==> src/logic/hbd_defines.svh <==
`ifndef HBD_DEFINES_SVH
`define HBD_DEFINES_SVH

// Data and select widths of the host port
`define HBD_DATA_W      8
`define HBD_SEL_W       3
// Write buffer depth
`define HBD_BUF_DEPTH   2
// Select code that addresses the port's own configuration byte
`define HBD_CFG_SEL     3'h7
// Configuration byte fields and reset value
`define HBD_CFG_DMA_BIT 0
`define HBD_CFG_IRQ_BIT 1
`define HBD_CFG_RESET   8'h03

`endif

==> src/logic/hbd_pkg.sv <==
package hbd_pkg;

    // One host write, queued toward the controller core
    typedef struct packed {
        logic       dma;
        logic [2:0] sel;
        logic [7:0] data;
    } hbd_wr_entry_t;

    // DMA request sequencer, one-hot
    typedef enum logic [2:0] {
        HBD_DMA_IDLE = 3'b001,
        HBD_DMA_REQ  = 3'b010,
        HBD_DMA_DONE = 3'b100
    } hbd_dma_state_t;

endpackage

==> src/logic/hbd_port.sv <==
`timescale 1ns/10ps
`include "hbd_defines.svh"

// Overview of operation
// - Eight-bit data bus released unless driving reads
// - Register select captured on leading strobe edge
// - Request output asks DMA for one byte
// - Last byte: drop request on ack/read fall
// - Low acknowledge enables DMA path, ignoring select
// - Final count accepted only while acknowledge low
// - Strobes ignored while device select and acknowledge both high
// - Interrupt request on its own output
// - Chip reset spares configuration byte
module hbd_port #(
    parameter int DATA_W    = `HBD_DATA_W,
    parameter int BUF_DEPTH = `HBD_BUF_DEPTH
) (
    input  wire logic                  clk,
    input  wire logic                  rst_n,
    input  wire logic                  chip_reset,
    input  wire logic [7:0]            host_data_lines_in,
    output logic      [7:0]            host_data_lines_out,
    output logic                       host_data_lines_oe_n,
    input  wire logic                  host_read_strobe_n,
    input  wire logic                  host_write_strobe_n,
    input  wire logic [2:0]            reg_select_lines,
    input  wire logic                  device_select_n,
    input  wire logic                  transfer_ack_n,
    input  wire logic                  transfer_final_count,
    output logic                       transfer_request,
    output logic                       irq,
    output logic [2:0]                 core_rd_sel,
    output logic                       core_rd_dma,
    input  wire logic [7:0]            core_rd_data,
    output logic                       core_rd_taken,
    output hbd_pkg::hbd_wr_entry_t     core_wr_entry,
    output logic                       core_wr_valid,
    input  wire logic                  core_wr_ready,
    input  wire logic                  core_dma_want,
    input  wire logic                  core_dma_last,
    output logic                       core_final_count,
    input  wire logic                  core_irq
);

    // Refused at elaboration: the pointers and the byte path are fixed in width
    if (DATA_W != 8) begin : g_width_check
        $error("hbd_port serves an eight-bit bus only");
    end
    if (BUF_DEPTH != 2) begin : g_depth_check
        $error("hbd_port buffer pointers assume depth 2");
    end

    function automatic logic fell(input logic prev, input logic now);
        fell = prev & ~now;
    endfunction

    logic rd_n_q;
    logic wr_n_q;
    logic ack_n_q;
    logic [2:0] sel_q;
    logic dma_acc_q;
    logic wr_qual_q;
    logic [7:0] dout_q;
    logic [7:0] cfg_q;
    logic irq_q;
    logic rd_taken_q;
    logic fc_q;
    hbd_pkg::hbd_dma_state_t dma_q;

    logic qual;
    logic rd_lead;
    logic wr_lead;
    logic wr_trail;
    logic ack_fall;
    logic buf_in_valid;
    logic buf_in_ready;
    hbd_pkg::hbd_wr_entry_t buf_in;

    // Strobes count only while low and qualified by select or ack
    assign qual     = ~device_select_n | ~transfer_ack_n;
    assign rd_lead  = fell(rd_n_q, host_read_strobe_n) & qual;
    assign wr_lead  = fell(wr_n_q, host_write_strobe_n) & qual;
    assign wr_trail = ~wr_n_q & host_write_strobe_n & wr_qual_q;
    assign ack_fall = fell(ack_n_q, transfer_ack_n);

    always_ff @(posedge clk or negedge rst_n) begin
        if (!rst_n) begin
            rd_n_q  <= 1'b1;
            wr_n_q  <= 1'b1;
            ack_n_q <= 1'b1;
        end else begin
            rd_n_q  <= host_read_strobe_n;
            wr_n_q  <= host_write_strobe_n;
            ack_n_q <= transfer_ack_n;
        end
    end

    // Select and path kind are frozen at the leading edge
    always_ff @(posedge clk or negedge rst_n) begin
        if (!rst_n) begin
            sel_q     <= 3'h0;
            dma_acc_q <= 1'b0;
            wr_qual_q <= 1'b0;
        end else if (chip_reset) begin
            sel_q     <= 3'h0;
            dma_acc_q <= 1'b0;
            wr_qual_q <= 1'b0;
        end else begin
            if (rd_lead || wr_lead) begin
                sel_q     <= reg_select_lines;
                dma_acc_q <= ~transfer_ack_n;
            end
            if (wr_lead) begin
                wr_qual_q <= 1'b1;
            end else if (wr_trail) begin
                wr_qual_q <= 1'b0;
            end
        end
    end

    // Core sees the live select so read data can be latched at the edge
    assign core_rd_sel = reg_select_lines;
    assign core_rd_dma = ~transfer_ack_n;

    always_ff @(posedge clk or negedge rst_n) begin
        if (!rst_n) begin
            dout_q     <= 8'h00;
            rd_taken_q <= 1'b0;
        end else if (chip_reset) begin
            dout_q     <= 8'h00;
            rd_taken_q <= 1'b0;
        end else begin
            rd_taken_q <= rd_lead;
            if (rd_lead) begin
                dout_q <= (transfer_ack_n && reg_select_lines == `HBD_CFG_SEL) ?
                          cfg_q : core_rd_data;
            end
        end
    end
    assign core_rd_taken = rd_taken_q;

    // Bus driven only during a qualified read; low enable means driving
    assign host_data_lines_out  = dout_q;
    assign host_data_lines_oe_n = ~(~host_read_strobe_n & ~rd_n_q & qual);

    // Configuration byte survives chip reset, reloaded with 8'h03 only by rst_n
    always_ff @(posedge clk or negedge rst_n) begin
        if (!rst_n) begin
            cfg_q <= `HBD_CFG_RESET;
        end else if (wr_trail && !dma_acc_q && sel_q == `HBD_CFG_SEL) begin
            cfg_q <= host_data_lines_in;
        end
    end

    // Write data sampled on the trailing edge, queued for the core
    assign buf_in_valid = wr_trail & (dma_acc_q | sel_q != `HBD_CFG_SEL);
    assign buf_in       = '{dma: dma_acc_q, sel: sel_q, data: host_data_lines_in};

    hbd_pkg::hbd_wr_entry_t buf_mem [BUF_DEPTH];
    logic       wp_q;
    logic       rp_q;
    logic [1:0] cnt_q;

    assign buf_in_ready  = (cnt_q != 2'd2);
    assign core_wr_valid = (cnt_q != 2'd0);
    assign core_wr_entry = buf_mem[rp_q];

    // A full buffer cannot stall the host, so the request is held off instead
    always_ff @(posedge clk or negedge rst_n) begin
        if (!rst_n) begin
            wp_q  <= 1'b0;
            rp_q  <= 1'b0;
            cnt_q <= 2'd0;
        end else if (chip_reset) begin
            wp_q  <= 1'b0;
            rp_q  <= 1'b0;
            cnt_q <= 2'd0;
        end else begin
            if (buf_in_valid && buf_in_ready) begin
                wp_q <= ~wp_q;
            end
            if (core_wr_valid && core_wr_ready) begin
                rp_q <= ~rp_q;
            end
            cnt_q <= cnt_q + 2'(buf_in_valid && buf_in_ready)
                           - 2'(core_wr_valid && core_wr_ready);
        end
    end

    always_ff @(posedge clk) begin
        if (buf_in_valid && buf_in_ready) begin
            buf_mem[wp_q] <= buf_in;
        end
    end

    // DMA request sequencer
    always_ff @(posedge clk or negedge rst_n) begin
        if (!rst_n) begin
            dma_q <= hbd_pkg::HBD_DMA_IDLE;
            fc_q  <= 1'b0;
        end else if (chip_reset) begin
            dma_q <= hbd_pkg::HBD_DMA_IDLE;
            fc_q  <= 1'b0;
        end else begin
            fc_q <= transfer_final_count & ~transfer_ack_n;
            unique case (dma_q)
                hbd_pkg::HBD_DMA_IDLE: begin
                    if (core_dma_want && cfg_q[`HBD_CFG_DMA_BIT] && buf_in_ready) begin
                        dma_q <= hbd_pkg::HBD_DMA_REQ;
                    end
                end
                hbd_pkg::HBD_DMA_REQ: begin
                    if (transfer_final_count && !transfer_ack_n) begin
                        dma_q <= hbd_pkg::HBD_DMA_DONE;
                    end else if (core_dma_last && (ack_fall ||
                                 (!ack_n_q && fell(rd_n_q, host_read_strobe_n)))) begin
                        dma_q <= hbd_pkg::HBD_DMA_DONE;
                    end else if (!transfer_ack_n && (wr_trail ||
                                 (!rd_n_q && host_read_strobe_n))) begin
                        dma_q <= hbd_pkg::HBD_DMA_IDLE;
                    end
                end
                hbd_pkg::HBD_DMA_DONE: begin
                    if (!core_dma_want) begin
                        dma_q <= hbd_pkg::HBD_DMA_IDLE;
                    end
                end
                default: dma_q <= hbd_pkg::HBD_DMA_IDLE;
            endcase
        end
    end
    assign transfer_request = (dma_q == hbd_pkg::HBD_DMA_REQ);
    assign core_final_count = fc_q;

    always_ff @(posedge clk or negedge rst_n) begin
        if (!rst_n) begin
            irq_q <= 1'b0;
        end else if (chip_reset) begin
            irq_q <= 1'b0;
        end else begin
            irq_q <= core_irq & cfg_q[`HBD_CFG_IRQ_BIT];
        end
    end
    assign irq = irq_q;
endmodule
==> config.mk <==
export PLATFORM = sky130hd
export DESIGN_NAME = hbd_port
export DESIGN_NICKNAME = d
export VERILOG_FILES = /design/src/logic/hbd_pkg.sv /design/src/logic/hbd_port.sv
export VERILOG_INCLUDE_DIRS = /design/src /design/src/logic
export SDC_FILE = /design/constraint.sdc
export NUM_CORES = 1
export LEC_CHECK = 0
export BUFFER_PORTS_ARGS = -buffer_cell sky130_fd_sc_hd__buf_2
export CAP_MARGIN = 20
export CORE_MARGIN = 4
export CORE_UTILIZATION = 56
export DETAILED_ROUTE_END_ITERATION = 8
export PLACE_DENSITY = 0.92
export RECOVER_POWER = 50
export REMOVE_ABC_BUFFERS = 1
export SYNTH_ARGS = -nofsm -noshare
export SYNTH_HDL_FRONTEND = slang
export SYNTH_SLANG_ARGS = --single-unit
==> constraint.sdc <==
create_clock -name clk -period 4.2 [get_ports clk]
set_input_delay 0.42 -clock clk [delete_from_list [all_inputs] [get_ports clk]]
set_output_delay 0.42 -clock clk [all_outputs]
set_load 0.05 [all_outputs]
==> flow_summary.json <==
{
  "clock_sinks": 58,
  "yosysMostFrequentCell": "dfrtp_1",
  "area_fraction_in_and_or_nand_and_nor_cells_after_synthesis": 0.102,
  "synth_largest_area_cell": "edfxtp_1",
  "h-tree-depth": 3,
  "mean_cell_area_of_the_mapped_netlist_sq_um": 14.1,
  "hp-class": "input pin to register",
  "synth_fa_ha_area_frac": 0.0101,
  "worst_path_most_repeated_cell": "nand3b_1",
  "syn-cell-area_sq_um": 2480,
  "routed_wirelength_mm": 4.99,
  "postCtsResizedCells": 0,
  "clock_insertion_delay_worst_skew_ps": 330,
  "dominant_combinational_cell_family_by_area_after_synthesis": "multiplexers",
  "grt_pass1_wl_mm": 7.89,
  "final_number_of_max_transition_violations": 35,
  "pin_count": 61,
  "max_cap_viol_count": 1,
  "violated_checks": "max-capacitance violations, max-slew violations",
  "cts_buffers": 9,
  "ys_async_sr_fraction": 0.586,
  "finish.utilization": 0.717,
  "max_freq_ghz": 0.481,
  "crit_path_max_incr_delay_ps": 810,
  "synth-warning-count": 0,
  "outcome": "finished, violations left",
  "cts.hold.buffers_added": 0,
  "clk_path_buf_depth": 2,
  "drtPass1Iterations": 4,
  "design.core.area_sq_um": 4140,
  "clkTransAtPathRegs_ps": 70,
  "critical_path.cell_chain": "nand3b_1 > nand3b_1 > nor2_1",
  "kind_of_launch_point_of_the_worst_setup_path": "register",
  "finalWeightedCongestion": 0.773,
  "timing.final.crit_share": 0.495,
  "clock-skew-final_ps": 9.94,
  "grt-ovfl-total": 0,
  "vias_cell": 5.47,
  "pre_cts_ws_ps": 1990,
  "cpMaxStageDelayCell": "nor2_1",
  "fin_cells": 295,
  "power.static_leakage_uw": 0.00135,
  "port_buffers": 60,
  "synth.cells.most_frequent": "dfrtp_1, edfxtp_1, mux2_2, nand2_1",
  "worstPathMaxFanout": 12,
  "fillers": 294,
  "insertedDiodeCount": 0,
  "core.rowCount": 23,
  "synth_xor_xnor_area_share": 0.0141,
  "initial_core_utilization": 0.598,
  "post_synth_mux_area_share": 0.152,
  "place.detailed.instances": 279,
  "criticalPathCategory": "register to register",
  "slew_headroom": -0.159,
  "track_usage": 0.197,
  "drt_iter0_drc": 153,
  "setup_repair_after_global_routing_missed_its_margin": "no",
  "hpwl_mm": 3.54,
  "design_power_total_uw": 1510,
  "crit_required_ps": 4150,
  "design.die.area_sq_um": 5550,
  "hold_viol_final": 0,
  "synth_compound_area_frac": 0.0591,
  "finish.net_count": 273,
  "synth_enable_flop_cells": 24,
  "grt_pass1_vias": 1607,
  "detail_route.wl_per_cell_um": 16.9,
  "clockRootBuffer": "clkbuf_8",
  "finalSetupViolCount": 0,
  "die_y_um": 74.5,
  "peak_ir_drop_on_the_vdd_network_mv": 0.303,
  "power_density_nw_per_um2": 508,
  "layout-drive-gt1-share": 0.396,
  "cts_tree": "yes",
  "area_added_between_synthesis_and_finish_pct": 20.0,
  "drc_violations": 0,
  "synth.lib_cells_used.distinct": 38,
  "timing.critical_path.to_type": "register",
  "fin_tns_setup_ps": 0,
  "ys_seq_area_frac": 0.638,
  "fin_crit_ps": 2080,
  "antenna_left": 0,
  "post_synth_inst_count": 175,
  "cp_data_arrival_time_ps": 2030,
  "die_width_um": 74.5,
  "via_total_after_detailed_routing": 1614,
  "grt_max_degree": 35,
  "ys.flop_type": "dfrtp_1",
  "synth_largest_type_area_fraction": 0.291,
  "post_cts.repair.setup_buffers": 0,
  "antenna_found_initial": 0,
  "synth-seq-cells": 58,
  "timing_worst_slew_pin_value_ps": 1740,
  "postLayoutSetupSlackWorst_ps": 2120,
  "top_area_cells_in_the_synthesized_netlist": "edfxtp_1, dfrtp_1, mux2_2"
}
-- path summary, 6_finish.rpt --
kind                                                    start                                  to  slack, ps  cells after the start
hold reg to reg            host_data_lines_out[5]$_DFFE_PN0P_  host_data_lines_out[5]$_DFFE_PN0P_        480                      2
setup / recovery                             wr_n_q$_DFF_PN1_             buf_mem[1][8]$_DFFE_PP_       2120                      3
hold / removal                             host_read_strobe_n                    rd_n_q$_DFF_PN1_        220                      1
max in group asynchronous                               rst_n                    wp_q$_DFFE_PN0P_       2650                      1
min in group asynchronous                               rst_n                cfg_q[2]$_DFFE_PN0P_        540                      1
setup reg to reg                             wr_n_q$_DFF_PN1_             buf_mem[1][8]$_DFFE_PP_       2120                      3
-- cells in the final DEF (no fill, tap or decap), drive strengths merged, types with 2 or more instances in the layout --
cell type  netlist  layout
mux2            25      25
dfstp            6       6
dfrtp           28      28
clkinvlp         0       3
a31oi            2       2
nand3b           3       3
nor2            11      11
edfxtp          24      24
mux2i            8       8
inv              5       5
xnor2            3       3
clkinv           0       2
ha               2       2
clkbuf           1      25
nor2b            5       5
buf              5      45
o21ai           12      12
and2             3       3
a21oi            4       4
nand2           14      14
-- kinds of logic (layout without fill, tap and decap cells) --
kind of cell | after synthesis | in the layout
compound gates | 21 | 21
xor+xnor | 4 | 4
simple gates | 46 | 46
mux | 33 | 33
fa+ha+maj | 2 | 2
flops | 58 | 58
buf+inv | 11 | 81
-- layout make-up --
type	count	area, sq um	area share
inverters	5	18.8	0.00632
well taps	50	62.6	0.0211
multi-input cells	106	825	0.278
clock inverters	6	66.3	0.0223
flip-flops and latches	58	1580	0.532
clock buffers	10	138	0.0463
repair buffers	60	282	0.0948
-- flip-flops by register name, indices dropped and copies added, names as in the netlist, 2 cells and up --
register	flops
buf_mem	24
cfg_q	8
host_data_lines_out	8
dma_q	3
sel_q	3
cnt_q	2
-- where the power goes --
group | internal [uW] | switching, uW
logic | 114 | 223
clock network | 289 | 227
registers | 621 | 35.3
total | 1020 | 486
-- layer usage --
layer,global-route usage,up-vias,part of all wire
li1,-,753,-
met1,0.261,780,0.43
met2,0.302,69,0.48
met3,0.0649,12,0.075
met4,0.0771,0,0.018
met5,0,-,0
-- stage by stage --
stage	area, sq um	hold WS, ps
after floorplan	2430	124
after global placement	2800	462
after detailed placement	2800	469
after CTS	3000	160
after global routing	2970	224
final	2970	218
-- critical path: cells and delay by family (launching register included) --
family        cells  cell delay, ps
flops             1             380
simple gates      3            1310
(Power assumes the default switching activity.)
